==> src/fep_pkg.sv <==
// shared constants for the fast ethernet receive coding block
package fep_pkg;
    // clock and timing figures
    localparam int CLK_MHZ = 125;
    localparam int HOLD_US = 722;
    localparam int HOLD_EXT_MS = 2;
    localparam int LINK_US = 395;
    localparam int SD_QUAL_NS = 200;
    localparam int HOLD_CYC = HOLD_US * CLK_MHZ;
    localparam int HOLD_EXT_CYC = HOLD_EXT_MS * 1000 * CLK_MHZ;
    localparam int LINK_CYC = LINK_US * CLK_MHZ;
    localparam int SD_QUAL_CYC = (SD_QUAL_NS * CLK_MHZ + 999) / 1000;
    localparam int TMR_W = 18;

    // descrambler lock and aligner figures
    localparam int ACQ_BITS = 60;
    localparam int HOLD_IDLE_BITS = 58;
    localparam int IDLE_PAIR_BITS = 12;
    localparam int JK_TAIL_BITS = 7;

    // far-end fault pattern
    localparam int FEF_ONES = 84;
    localparam int FEF_REPS = 3;

    // code-groups
    localparam logic [4:0] SYM_IDLE = 5'h1F;
    localparam logic [4:0] SYM_T = 5'h0D;
    localparam logic [4:0] SYM_R = 5'h07;
    localparam logic [9:0] SYM_JK = 10'h311;
    localparam logic [3:0] NIB_PREAMBLE = 4'h5;
    localparam logic [3:0] NIB_BAD_SSD = 4'hE;
    localparam logic [3:0] NIB_INVALID = 4'h0;

    // loop filter gains as shifts
    localparam int KP_SHIFT = 2;
    localparam int KI_SHIFT = 6;
    localparam logic signed [15:0] INTEG_MAX = 16'sh3FFF;

    // transmit scrambler seed
    localparam logic [10:0] TX_SEED = 11'h5A5;

    // register indices, byte address is four times the index
    localparam logic [7:0] STATUS_IDX = 8'h10;
    localparam logic [7:0] FCC_IDX = 8'h15;
    localparam logic [7:0] CFG_IDX = 8'h16;
    localparam logic [15:0] CFG_RESET = 16'h0000;
    localparam int CFG_FIBER_BIT = 0;
    localparam int CFG_TOEXT_BIT = 7;
    localparam int ST_LINK_BIT = 0;
    localparam int ST_LOCK_BIT = 1;
    localparam int ST_FEF_BIT = 2;
    localparam int ST_FIBER_BIT = 3;
    localparam int ST_SD_BIT = 4;
    localparam int ST_FCO_LSB = 8;

    typedef enum logic [1:0] {
        RX_IDLE,
        RX_CHECK,
        RX_FRAME,
        RX_BAD
    } fep_rx_e;
endpackage : fep_pkg

==> src/fep_rx_pcs.sv <==
// receive coding path: clock loop filter, descrambler, aligner, decoder, link and far-end fault
module fep_rx_pcs #(
    parameter int HOLD_CYCLES = fep_pkg::HOLD_CYC,
    parameter int HOLD_EXT_CYCLES = fep_pkg::HOLD_EXT_CYC,
    parameter int LINK_CYCLES = fep_pkg::LINK_CYC
) (
    input wire logic clk_i,
    input wire logic rst_i,
    input wire logic [9:0] wb_adr_i,
    input wire logic [31:0] wb_dat_i,
    input wire logic [3:0] wb_sel_i,
    input wire logic wb_we_i,
    input wire logic wb_cyc_i,
    input wire logic wb_stb_i,
    output logic [31:0] wb_dat_o,
    output logic wb_ack_o,
    input wire logic signed [7:0] phase_err_i,
    output logic signed [7:0] fco_ctrl_o,
    input wire logic rx_line_i,
    input wire logic sig_energy_i,
    input wire logic fiber_strap_i,
    input wire logic tx_nrz_i,
    output logic tx_line_o,
    output logic tx_mlt3_en_o,
    output logic [3:0] rxd_o,
    output logic rx_stb_o,
    output logic rx_dv_o,
    output logic rx_er_o,
    output logic crs_o,
    output logic link_up_o,
    output logic far_fault_o
);
    import fep_pkg::*;

    initial begin
        if (HOLD_CYCLES < 1 || HOLD_EXT_CYCLES < 1 || LINK_CYCLES < 1 ||
            HOLD_CYCLES >= (1 << TMR_W) || HOLD_EXT_CYCLES >= (1 << TMR_W) || LINK_CYCLES >= (1 << TMR_W)) begin
            $error("fep_rx_pcs: timer parameter out of range");
        end
    end

    // five-bit code-group to nibble, bit 4 of result is the valid flag
    function automatic logic [4:0] dec_sym(input logic [4:0] s);
        logic [4:0] r;
        r = {1'b0, NIB_INVALID};
        case (s)
            5'h1E: r = 5'h10;
            5'h09: r = 5'h11;
            5'h14: r = 5'h12;
            5'h15: r = 5'h13;
            5'h0A: r = 5'h14;
            5'h0B: r = 5'h15;
            5'h0E: r = 5'h16;
            5'h0F: r = 5'h17;
            5'h12: r = 5'h18;
            5'h13: r = 5'h19;
            5'h16: r = 5'h1A;
            5'h17: r = 5'h1B;
            5'h1A: r = 5'h1C;
            5'h1B: r = 5'h1D;
            5'h1C: r = 5'h1E;
            5'h1D: r = 5'h1F;
            default: r = {1'b0, NIB_INVALID};
        endcase
        return r;
    endfunction : dec_sym

    // word address match for the register map
    function automatic logic reg_hit(input logic [9:0] adr, input logic [7:0] idx);
        return adr == {idx, 2'b00};
    endfunction : reg_hit

    logic [15:0] cfg_reg;
    logic [15:0] fcc_reg;
    logic strap_reg;
    logic strap_seen_reg;
    logic fiber;
    logic signed [15:0] integ_reg;
    logic [TMR_W-1:0] sd_cnt_reg;
    logic sd_valid;
    logic [TMR_W-1:0] link_cnt_reg;
    logic link_up_reg;
    logic nrzi_prev_reg;
    logic nrz;
    logic [10:0] lfsr_reg;
    logic key;
    logic lock_reg;
    logic [5:0] acq_cnt_reg;
    logic [5:0] ud_ones_reg;
    logic [TMR_W-1:0] hold_reg;
    logic [TMR_W-1:0] hold_load;
    logic ud;
    logic path_en;
    logic [9:0] sh_reg;
    logic [9:0] sh_next;
    logic [6:0] ones_run_reg;
    fep_rx_e rx_state_reg;
    logic [2:0] phase_reg;
    logic [2:0] chk_reg;
    logic t_pend_reg;
    logic idle_seen_reg;
    logic pre_pend_reg;
    logic [4:0] sym;
    logic [4:0] dec;
    logic fc_inc;
    logic [6:0] fef_run_reg;
    logic fef_reg;
    logic fgen_act_reg;
    logic [6:0] fgen_cnt_reg;
    logic [1:0] fgen_reps_reg;
    logic [10:0] tlfsr_reg;
    logic tx_bit;
    logic tx_line_reg;
    logic ack_reg;
    logic [31:0] rdat_reg;

    // strap is caught in the first clock after reset release
    always_ff @(posedge clk_i) begin
        if (rst_i) begin
            strap_reg <= 1'b0;
            strap_seen_reg <= 1'b0;
        end else if (!strap_seen_reg) begin
            strap_reg <= fiber_strap_i;
            strap_seen_reg <= 1'b1;
        end
    end

    assign fiber = strap_reg | cfg_reg[CFG_FIBER_BIT];

    always_ff @(posedge clk_i) begin
        logic signed [16:0] sum;
        logic signed [16:0] ctl;
        sum = 17'(integ_reg) + 17'(phase_err_i);
        ctl = 17'(phase_err_i >>> KP_SHIFT) + 17'(integ_reg >>> KI_SHIFT);
        if (rst_i) begin
            integ_reg <= 16'sh0000;
            fco_ctrl_o <= 8'sh00;
        end else begin
            // clamp keeps the integrator from wrapping on a long frequency offset
            if (sum > 17'(INTEG_MAX)) begin
                integ_reg <= INTEG_MAX;
            end else if (sum < -17'(INTEG_MAX)) begin
                integ_reg <= -INTEG_MAX;
            end else begin
                integ_reg <= sum[15:0];
            end
            if (ctl > 17'sh0007F) begin
                fco_ctrl_o <= 8'sh7F;
            end else if (ctl < -17'sh00080) begin
                fco_ctrl_o <= -8'sh80;
            end else begin
                fco_ctrl_o <= ctl[7:0];
            end
        end
    end

    // energy must persist longer than any link pulse
    always_ff @(posedge clk_i) begin
        if (rst_i || !sig_energy_i) begin
            sd_cnt_reg <= '0;
        end else if (sd_cnt_reg != TMR_W'(SD_QUAL_CYC)) begin
            sd_cnt_reg <= sd_cnt_reg + 1'b1;
        end
    end
    assign sd_valid = sd_cnt_reg == TMR_W'(SD_QUAL_CYC);

    // link up after qualified signal for the full period
    always_ff @(posedge clk_i) begin
        if (rst_i || !sd_valid || fef_reg) begin
            link_cnt_reg <= '0;
            link_up_reg <= 1'b0;
        end else if (link_cnt_reg != TMR_W'(LINK_CYCLES)) begin
            link_cnt_reg <= link_cnt_reg + 1'b1;
        end else begin
            link_up_reg <= 1'b1;
        end
    end

    // line NRZI to NRZ
    always_ff @(posedge clk_i) begin
        if (rst_i) begin
            nrzi_prev_reg <= 1'b0;
        end else begin
            nrzi_prev_reg <= rx_line_i;
        end
    end
    assign nrz = rx_line_i ^ nrzi_prev_reg;

    // eleven-bit key, taps 11 and 9
    assign key = lfsr_reg[10] ^ lfsr_reg[8];
    assign ud = fiber ? nrz : (nrz ^ key);
    assign hold_load = cfg_reg[CFG_TOEXT_BIT] ? TMR_W'(HOLD_EXT_CYCLES) : TMR_W'(HOLD_CYCLES);

    // descrambler acquisition and hold
    always_ff @(posedge clk_i) begin
        if (rst_i || fiber) begin
            lfsr_reg <= '0;
            lock_reg <= 1'b0;
            acq_cnt_reg <= '0;
            ud_ones_reg <= '0;
            hold_reg <= '0;
        end else if (!lock_reg) begin
            // idle means plain ones, so the inverted line bit is the key itself
            lfsr_reg <= {lfsr_reg[9:0], ~nrz};
            ud_ones_reg <= '0;
            if (key != ~nrz) begin
                acq_cnt_reg <= '0;
            end else if (acq_cnt_reg == 6'(ACQ_BITS - 1)) begin
                lock_reg <= 1'b1;
                hold_reg <= hold_load;
            end else begin
                acq_cnt_reg <= acq_cnt_reg + 1'b1;
            end
        end else begin
            // closed loop: key feeds itself once locked
            lfsr_reg <= {lfsr_reg[9:0], key};
            ud_ones_reg <= ud ? ((ud_ones_reg == 6'(HOLD_IDLE_BITS)) ? ud_ones_reg : ud_ones_reg + 1'b1) : '0;
            if (ud && ud_ones_reg == 6'(HOLD_IDLE_BITS - 1)) begin
                hold_reg <= hold_load;
            end else if (hold_reg == '0) begin
                lock_reg <= 1'b0;
                acq_cnt_reg <= '0;
            end else begin
                hold_reg <= hold_reg - 1'b1;
            end
        end
    end

    // coding runs only with link up
    assign path_en = link_up_reg && (fiber || lock_reg);
    assign sh_next = {sh_reg[8:0], ud};
    assign sym = sh_next[4:0];
    assign dec = dec_sym(sym);

    always_ff @(posedge clk_i) begin
        if (rst_i || !path_en) begin
            sh_reg <= '0;
            ones_run_reg <= '0;
        end else begin
            sh_reg <= sh_next;
            ones_run_reg <= ud ? ((&ones_run_reg) ? ones_run_reg : ones_run_reg + 1'b1) : '0;
        end
    end

    // aligner and decoder
    always_ff @(posedge clk_i) begin
        if (rst_i || !path_en) begin
            rx_state_reg <= RX_IDLE;
            phase_reg <= '0;
            chk_reg <= '0;
            t_pend_reg <= 1'b0;
            idle_seen_reg <= 1'b0;
            pre_pend_reg <= 1'b0;
            rxd_o <= '0;
            rx_stb_o <= 1'b0;
            rx_dv_o <= 1'b0;
            rx_er_o <= 1'b0;
            crs_o <= 1'b0;
        end else begin
            rx_stb_o <= 1'b0;
            phase_reg <= (phase_reg == 3'd4) ? 3'd0 : phase_reg + 1'b1;
            case (rx_state_reg)
                RX_IDLE: begin
                    // first zero after two idles and the two ones of a start symbol
                    if (!ud && ones_run_reg >= 7'(IDLE_PAIR_BITS)) begin
                        rx_state_reg <= RX_CHECK;
                        chk_reg <= '0;
                    end
                end
                RX_CHECK: begin
                    chk_reg <= chk_reg + 1'b1;
                    if (chk_reg == 3'(JK_TAIL_BITS - 1)) begin
                        phase_reg <= '0;
                        idle_seen_reg <= 1'b0;
                        t_pend_reg <= 1'b0;
                        crs_o <= 1'b1;
                        rx_stb_o <= 1'b1;
                        if (sh_next == SYM_JK) begin
                            // preamble substitution, second nibble next cycle
                            rx_state_reg <= RX_FRAME;
                            rxd_o <= NIB_PREAMBLE;
                            rx_dv_o <= 1'b1;
                            rx_er_o <= 1'b0;
                            pre_pend_reg <= 1'b1;
                        end else begin
                            rx_state_reg <= RX_BAD;
                            rxd_o <= NIB_BAD_SSD;
                            rx_er_o <= 1'b1;
                        end
                    end
                end
                RX_FRAME: begin
                    if (pre_pend_reg) begin
                        pre_pend_reg <= 1'b0;
                        rx_stb_o <= 1'b1;
                    end else if (phase_reg == 3'd4) begin
                        if (t_pend_reg) begin
                            t_pend_reg <= 1'b0;
                            if (sym == SYM_R) begin
                                rx_state_reg <= RX_IDLE;
                                rx_dv_o <= 1'b0;
                                rx_er_o <= 1'b0;
                                crs_o <= 1'b0;
                            end else begin
                                rx_stb_o <= 1'b1;
                                rxd_o <= NIB_INVALID;
                                rx_er_o <= 1'b1;
                            end
                        end else if (sym == SYM_T) begin
                            t_pend_reg <= 1'b1;
                        end else if (sym == SYM_IDLE && idle_seen_reg) begin
                            rx_state_reg <= RX_IDLE;
                            rx_dv_o <= 1'b0;
                            rx_er_o <= 1'b0;
                            crs_o <= 1'b0;
                        end else begin
                            // lookup, control or invalid flags error
                            idle_seen_reg <= sym == SYM_IDLE;
                            rx_stb_o <= 1'b1;
                            rxd_o <= dec[3:0];
                            rx_er_o <= ~dec[4];
                        end
                    end
                end
                RX_BAD: begin
                    if (phase_reg == 3'd4) begin
                        // two idles release error and carrier
                        if (sym == SYM_IDLE && idle_seen_reg) begin
                            rx_state_reg <= RX_IDLE;
                            rx_er_o <= 1'b0;
                            crs_o <= 1'b0;
                        end else begin
                            idle_seen_reg <= sym == SYM_IDLE;
                            rx_stb_o <= 1'b1;
                            rxd_o <= NIB_BAD_SSD;
                        end
                    end
                end
                default: rx_state_reg <= RX_IDLE;
            endcase
        end
    end

    assign fc_inc = path_en && rx_state_reg == RX_CHECK && chk_reg == 3'(JK_TAIL_BITS - 1) && sh_next != SYM_JK;

    // watch runs of 84 ones closed by a zero
    always_ff @(posedge clk_i) begin
        if (rst_i || !fiber) begin
            fef_run_reg <= '0;
            fef_reg <= 1'b0;
        end else if (nrz) begin
            fef_run_reg <= (&fef_run_reg) ? fef_run_reg : fef_run_reg + 1'b1;
            // an overlong run means the pattern has stopped
            if (fef_run_reg >= 7'(FEF_ONES)) begin
                fef_reg <= 1'b0;
            end
        end else begin
            fef_run_reg <= '0;
            fef_reg <= fef_run_reg == 7'(FEF_ONES);
        end
    end

    // fault pattern generator, finishes at least three rounds
    always_ff @(posedge clk_i) begin
        if (rst_i || !fiber) begin
            fgen_act_reg <= 1'b0;
            fgen_cnt_reg <= '0;
            fgen_reps_reg <= '0;
        end else if (!fgen_act_reg) begin
            fgen_act_reg <= !sd_valid;
            fgen_cnt_reg <= '0;
            fgen_reps_reg <= '0;
        end else if (fgen_cnt_reg == 7'(FEF_ONES)) begin
            fgen_cnt_reg <= '0;
            if (fgen_reps_reg != 2'(FEF_REPS)) begin
                fgen_reps_reg <= fgen_reps_reg + 1'b1;
            end
            if (sd_valid && fgen_reps_reg >= 2'(FEF_REPS - 1)) begin
                fgen_act_reg <= 1'b0;
            end
        end else begin
            fgen_cnt_reg <= fgen_cnt_reg + 1'b1;
        end
    end

    // idles only while link is down
    assign tx_bit = fgen_act_reg ? (fgen_cnt_reg != 7'(FEF_ONES)) : (link_up_reg ? tx_nrz_i : 1'b1);

    // transmit scrambler and NRZI
    always_ff @(posedge clk_i) begin
        if (rst_i) begin
            tlfsr_reg <= TX_SEED;
            tx_line_reg <= 1'b0;
        end else begin
            tlfsr_reg <= {tlfsr_reg[9:0], tlfsr_reg[10] ^ tlfsr_reg[8]};
            tx_line_reg <= tx_line_reg ^ (fiber ? tx_bit : (tx_bit ^ tlfsr_reg[10] ^ tlfsr_reg[8]));
        end
    end
    assign tx_line_o = tx_line_reg;
    assign tx_mlt3_en_o = !fiber;
    assign link_up_o = link_up_reg;
    assign far_fault_o = fef_reg;

    // wishbone slave, one wait state, unmapped reads give zero
    always_ff @(posedge clk_i) begin
        if (rst_i) begin
            ack_reg <= 1'b0;
            rdat_reg <= '0;
        end else begin
            ack_reg <= wb_cyc_i && wb_stb_i && !ack_reg;
            rdat_reg <= '0;
            if (reg_hit(wb_adr_i, CFG_IDX)) begin
                rdat_reg <= {16'h0000, cfg_reg};
            end else if (reg_hit(wb_adr_i, FCC_IDX)) begin
                rdat_reg <= {16'h0000, fcc_reg};
            end else if (reg_hit(wb_adr_i, STATUS_IDX)) begin
                rdat_reg <= {16'h0000, fco_ctrl_o, 3'b000, sd_valid, fiber, fef_reg, lock_reg, link_up_reg};
            end
        end
    end
    assign wb_ack_o = ack_reg;
    assign wb_dat_o = rdat_reg;

    // config register writes with byte lanes
    always_ff @(posedge clk_i) begin
        if (rst_i) begin
            cfg_reg <= CFG_RESET;
        end else if (wb_cyc_i && wb_stb_i && wb_we_i && !ack_reg && reg_hit(wb_adr_i, CFG_IDX)) begin
            if (wb_sel_i[0]) begin
                cfg_reg[7:0] <= wb_dat_i[7:0];
            end
            if (wb_sel_i[1]) begin
                cfg_reg[15:8] <= wb_dat_i[15:8];
            end
        end
    end

    // counter saturates, write clears, a count in the same cycle survives
    always_ff @(posedge clk_i) begin
        if (rst_i) begin
            fcc_reg <= '0;
        end else if (wb_cyc_i && wb_stb_i && wb_we_i && !ack_reg && reg_hit(wb_adr_i, FCC_IDX)) begin
            fcc_reg <= {15'h0000, fc_inc};
        end else if (fc_inc && fcc_reg != 16'hFFFF) begin
            fcc_reg <= fcc_reg + 1'b1;
        end
    end
endmodule : fep_rx_pcs

==> config.mk <==
export PLATFORM = sky130hd
export DESIGN_NAME = fep_rx_pcs
export DESIGN_NICKNAME = d
export VERILOG_FILES = /design/src/fep_pkg.sv /design/src/fep_rx_pcs.sv
export SDC_FILE = /design/constraint.sdc
export NUM_CORES = 1
export LEC_CHECK = 0
export ABC_AREA = 1
export BUFFER_PORTS_ARGS = -buffer_cell sky130_fd_sc_hd__buf_2
export CORE_MARGIN = 1
export CORE_UTILIZATION = 45
export CTS_BUF_LIST = sky130_fd_sc_hd__clkbuf_2 sky130_fd_sc_hd__clkbuf_4 sky130_fd_sc_hd__clkbuf_8
export CTS_CLUSTER_SIZE = 8
export DETAILED_ROUTE_END_ITERATION = 6
export MAX_ROUTING_LAYER = met4
export PLACE_DENSITY_LB_ADDON = 0.05
export SLEW_MARGIN = 10
export SYNTH_ARGS = -nofsm -noshare
export SYNTH_HDL_FRONTEND = slang
export SYNTH_SLANG_ARGS = --single-unit
==> constraint.sdc <==
create_clock -name clk_i -period 3.3 [get_ports clk_i]
set_input_delay 0.825 -clock clk_i [delete_from_list [all_inputs] [get_ports clk_i]]
set_output_delay 0.825 -clock clk_i [all_outputs]
set_load 0.005 [all_outputs]
### Yosys cells after proc, flatten, opt, wreduce, memory -nomap -nowiden

Memories as Yosys holds them, arrays and structs flattened.
Index checks and enable logic that the tools add are counted.

* $add $sub $neg: 14
* $mul: 0
* divide/modulo/power cells: 0
* magnitude comparators: 7
* eq/ne operators: 46
* shift operators: 0
* multiplexer cells: 112
* bitwise logic cells: 13
* reduce and logical (&&, ||, !) cells: 60

Operator list (number)
* 2-to-1 mux 18 bit: 6
* 2-to-1 mux 16 bit: 4
* 2-to-1 mux 1 bit: 61
* AND reduction 7 bit: 6
* 2-to-1 mux 4 bit: 10
* adder 18 x 1 -> 18 bit, second input constant: 2
* equality test 10 x 7 -> 1 bit, second input constant: 3
* 2-to-1 mux 6 bit: 5
* inequality test 2 bit, second input constant: 13
* adder 7 x 1 -> 7 bit, second input constant: 3
* inequality test 3 bit, second input constant: 7
* equality test 18 x 5 -> 1 bit, second input constant: 1
* equality test 6 bit, second input constant: 3
* logical NOT 18 bit: 1
* 2-to-1 mux 2 bit: 9
* inequality test 18 x 16 -> 1 bit, second input constant: 1
* inequality test 18 x 5 -> 1 bit, second input constant: 1
* subtractor 18 x 1 -> 18 bit, second input constant: 1
* adder 16 x 8 -> 17 bit: 1
* greater-than comparator 17 x 15 -> 1 bit, second input constant: 1
* less-than comparator 17 x 15 -> 1 bit, second input constant: 1
* adder 16 x 1 -> 16 bit, second input constant: 1
* inequality test 16 bit, second input constant: 1
* logical AND 1 bit: 15
* 45 further kinds: 95

* register bits after elaboration: 236
* bits in latches: 0
* memory bits (writable): 0
* memory bits (read-only): 160
* bits of input ports: 63
* output and inout bits: 53
* word-level logic and storage cells: 295
* memories kept: 1

Memories
* (name not given): depth 32, bits a word 5, rd ports 1, clocked after Yosys merged registers in 0, wr ports 0, RTL line fep_rx_pcs.sv:46 `case (s)`

### Logic depth before layout (Yosys ltp)

* depth after elaboration: 11
* depth in mapped cells: 19
* mapped depth without buffers: 18

### Least setup slack after synthesis

OpenSTA, ideal clock, no wires.

* path type: input port to flip-flop
* start point: in phase_err_i[0]
* end point: reg integ_reg[5]
* library setup time: 134 ps
* arrival time: 2618 ps
* data required time: 3166 ps
* setup slack: 548 ps
* stages on the path: 16
* buffers on the path: 1
* cells stage by stage: ha_1 -> inv_1 -> fa_1 -> inv_1 -> or2_2 -> nor2_1 -> nand3_1 -> nor2_1 -> nand3_1 -> nor2_1 -> nand2_1 -> nand2_1 -> nand2_2 -> buf_6 -> nand2_1 -> a21oi_1

* longest elaborated chain between the ends: 4
* elaborated cells on any way between the ends: 5
* those cells by class: 1 x add/sub; 2 x order compare; 2 x mux

RTL lines
* start, declared: RTL line fep_rx_pcs.sv:17 `input wire logic signed [7:0] phase_err_i,`
* adder 16 x 8 -> 17 bit (*): RTL line fep_rx_pcs.sv:133 `sum = 17'(integ_reg) + 17'(phase_err_i);`
* less-than comparator 17 x 15 -> 1 bit: RTL line fep_rx_pcs.sv:142 `end else if (sum < -17'(INTEG_MAX)) begin`
* 2-to-1 mux 16 bit: RTL line fep_rx_pcs.sv:142
* 2-to-1 mux 14 bit (*): RTL line fep_rx_pcs.sv:140 `if (sum > 17'(INTEG_MAX)) begin`
* end signal, assigned: RTL line fep_rx_pcs.sv:143 `integ_reg <= -INTEG_MAX;`
* end signal, assigned: RTL line fep_rx_pcs.sv:145 `integ_reg <= sum[15:0];`
* end, declared: RTL line fep_rx_pcs.sv:78 `logic signed [15:0] integ_reg;`

Every way passes the cells marked *; elsewhere a longest branch is shown, timed or not.
A chain may end at the register's enable or synchronous reset.

### Final worst setup path

* start point: in phase_err_i[0]
* end point: reg integ_reg[14]

* longest elaborated chain between the ends: 3
* elaborated cells on any way between the ends: 5
* those cells by class: 1 x add/sub; 2 x order compare; 1 x mux; 1 x reduce/logical

RTL lines (RTL line)
* adder 16 x 8 -> 17 bit (*): fep_rx_pcs.sv:133
* less-than comparator 17 x 15 -> 1 bit / greater-than comparator 17 x 15 -> 1 bit (equally long branches): fep_rx_pcs.sv:142, fep_rx_pcs.sv:140
* 2-to-1 mux 16 bit / OR reduction 2 bit (equally long branches)

Marked as above.

==> summary.txt <==
Finish
  • Footprint of the multi-input gates: 0.00607 sq mm
  • Layout cells sized above 1: approximately 14%
  • Finished Layout Cells: around 2,100
  • Layout filler cell count: between 2,000 and 3,000
  • Layout area overhead: 13.3%
  • Most common cell after layout, fill and taps aside: nand2_1
  • Final #Nets: approximately 1,900
  • FF/Latch Area: between 0.004 and 0.005 sq mm
  • Most frequent cells in the layout: 332 x nand2_1, 248 x inv_1, 220 x dfxtp_1

Logic synthesis
  • Top area cells in the synthesized netlist: dfxtp_1 38%, nand2_1 11%, inv_1 7.9%
  • Ys flop type: dfxtp_1
  • Sequential fraction of the synthesis area: 37.5%
  • Yosys warns: 0
  • Synth Instances: ~1,700
  • Seq cells post-synth: 220
  • Post-synth EDFFs: 0
  • Synthesized area: about 0.012 sq mm
  • Post-synth ARST share: 0%
  • Post-synth top area cell: dfxtp_1
  • Avg Inst Size Synth: 7.07 sq um
  • Count of different cell masters after synthesis: between 60 and 70
  • Synth top area share: between 30% and 40%

Detailed routing
  • TritonRoute pass-1 iters: 5
  • Routed length per instance: approximately 13 um
  • Remaining DRCs: 0
  • Final ANT Viol Nets: 0
  • DR top layer: met4
  • Routed wire length: 27,400 um
  • Vias: ~10,000
  • Met2 routed WL: between 10,000 and 15,000 um
  • Vias/cell: approximately 5
  • M1 wire length: 13,400 um
  • Number of DRC markers in iteration 0: 528
  • DR WL met3: around 1000 um

Setup path
  • Req. time, crit path: approximately 3.8 ns
  • Crit Path Max Fanout: 14
  • Crit path kind: in -> reg
  • CP endpoint kind: flip-flop
  • Arr. time, crit path: between 3 and 4 ns
  • Worst setup SP type: primary input

Power and ir drop
  • Switch Pwr: approximately 2.5 mW
  • PwrDens: around 600 mW/mm^2
  • Max VDD drop: approximately 0.44 mV
  • Sequential Power Share: between 30% and 40%
  • Switch share: between 30% and 40%
  • Clock power share: 37.0%
  • Static leakage: 5.80 nW
  • Internal: 5.25 mW
  • Combinational share of power: approximately 26%

Floorplanning
  • Die area: around 0.027 sq mm
  • Core box area: between 0.02 and 0.03 sq mm
  • Die X: about 160 um
  • Starting Density: 46.2%
  • Io pins: roughly 120
  • Number of placement rows: 58
  • DIE HEIGHT: 163 um

Clocking
  • Worst-skew pair later-pin latency: around 0.54 ns
  • CTS H-tree depth: 2
  • Worst-path clk slew: around 0.06 ns
  • CTS tree: built
  • Post-CTS Resized: 0
  • Clock Sinks: 220
  • Clock Path Buffers: 3
  • Post-CTS setup buffers: 0
  • CTS buffer count: 41
  • Root Buffer: clkbuf_8
  • CTS Hold Bufs: 0

STA
  • FMAX: about 0.38 GHz
  • Fin crit share: 80.0%
  • Slew headroom: about two fifths
  • Worst-Margin Slew: a little over 0.9 ns
  • Fin crit period: around 2.6 ns
  • # setup viols final: 0
  • Fin Setup TNS: 0 ns
  • Final Max Slew Viols: 0
  • Final hold violation count: 0
  • Final Skew: approximately 0.019 ns
  • RSZ-0062 raised after global routing: no

Place
  • Placer congestion estimate: 0.869
  • Post-DP HPWL: approximately 20,000 um
  • Number of buffers added on ports: 81
  • Placed insts: 2,047

Global routing
  • Tot GR Track Use: between 20% and 30%
  • Initial antenna violation count: 1
  • GRT overflow: 0
  • Vias in the first global route: around 9,600
  • First-pass GRT wire length: between 40,000 and 50,000 um
  • Largest net degree at the start of global routing: 37

Worst hold path
  • Worst min-delay path class: reg -> reg

Run
  • Max-cap viol count: 0

Status
  • Status: complete, no violations
## synth_stat cells, types with 8 or more instances
cell type	count
nor3_1	48
o21ai_1	8
inv_2	20
nand3_2	8
ha_1	45
nor3b_1	9
o211ai_1	21
nor2_1	182
dfxtp_1	220
clkbuf_1	13
nand4_1	20
o21ai_0	76
buf_4	20
nand3_1	79
xor2_1	38
inv_1	248
or2_2	8
a21oi_1	134
nand2_2	13
nand2_1	332
## routing by layer
metal,vias up,global-route usage (%)
li1,5524,-
met1,4682,27.4
met2,145,34.2
met3,37,3.53
met4,0,6.48
met5,-,-
## kinds of logic after synthesis
group           count (synthesis)  share of synthesized area, %
compound gates                288                          14.1
xor+xnor                       45                          3.42
fa+ha+maj                      47                          5.14
buf+inv                       317                          11.2
flops                         220                          37.5
other cells                     1                        0.0320
simple gates                  741                          28.5
## final timing paths
check                  from             to  slack (ns)  cells after the start
max          phase_err_i[0]  integ_reg[14]        0.66                     15
min            tlfsr_reg[7]   tlfsr_reg[8]        0.40                      1
max reg2reg    integ_reg[0]  integ_reg[14]        0.70                     14
min reg2reg    tlfsr_reg[7]   tlfsr_reg[8]        0.40                      1
## power by group through the flow
stage	clock (mW)	combinational, mW	sequential (mW)
6_report	2.87	1.98	2.91
5_1_grt	3.10	2.26	2.92
4_1_cts	2.98	2.00	2.91
3_5_place_dp	0	1.98	2.97
3_3_place_gp	0	1.97	2.97
2_1_floorplan	0	1.60	2.94
## critical path: stages
cell and delay, ns:
buf_2 0.08, ha_1 0.19, inv_1 0.07, fa_1 0.41, inv_1 0.12, nand3_1 0.09
nand2_1 0.13, nand3_1 0.11, nand3_1 0.12, a21oi_1 0.09, xor2_1 0.25, inv_2 0.09
nand2_2 0.27, nand2_1 0.11, a21oi_1 0.13
## layout make-up
| type | instances | share of cell area (%) |
|---|---|---|
| Clock inverter | 9 | 0.734 |
| Multi-Input combinational cell | 1137 | 45.7 |
| Timing Repair Buffer | 89 | 3.50 |
| Tap cell | 330 | 3.11 |
| Inverter | 271 | 7.66 |
| Clock buffer | 64 | 6.16 |
| Antenna cell | 1 | 0.0188 |
| Sequential cell | 220 | 33.1 |
## through the flow
stage	util, %	instance area [sq um]	hold WS (ns)	setup slack (ns)	power (mW)
5_1_grt	52.3	13300	0.405	0.436	8.29
3_5_place_dp	48.7	12400	0.395	0.123	4.95
6_report	52.3	13300	0.397	0.658	7.76
2_1_floorplan	-	11800	0.388	0.548	4.54
4_1_cts	52.3	13300	0.398	0.674	7.88
3_3_place_gp	48.7	12400	0.393	0.126	4.94
Power figures use the tool's default switching activity.
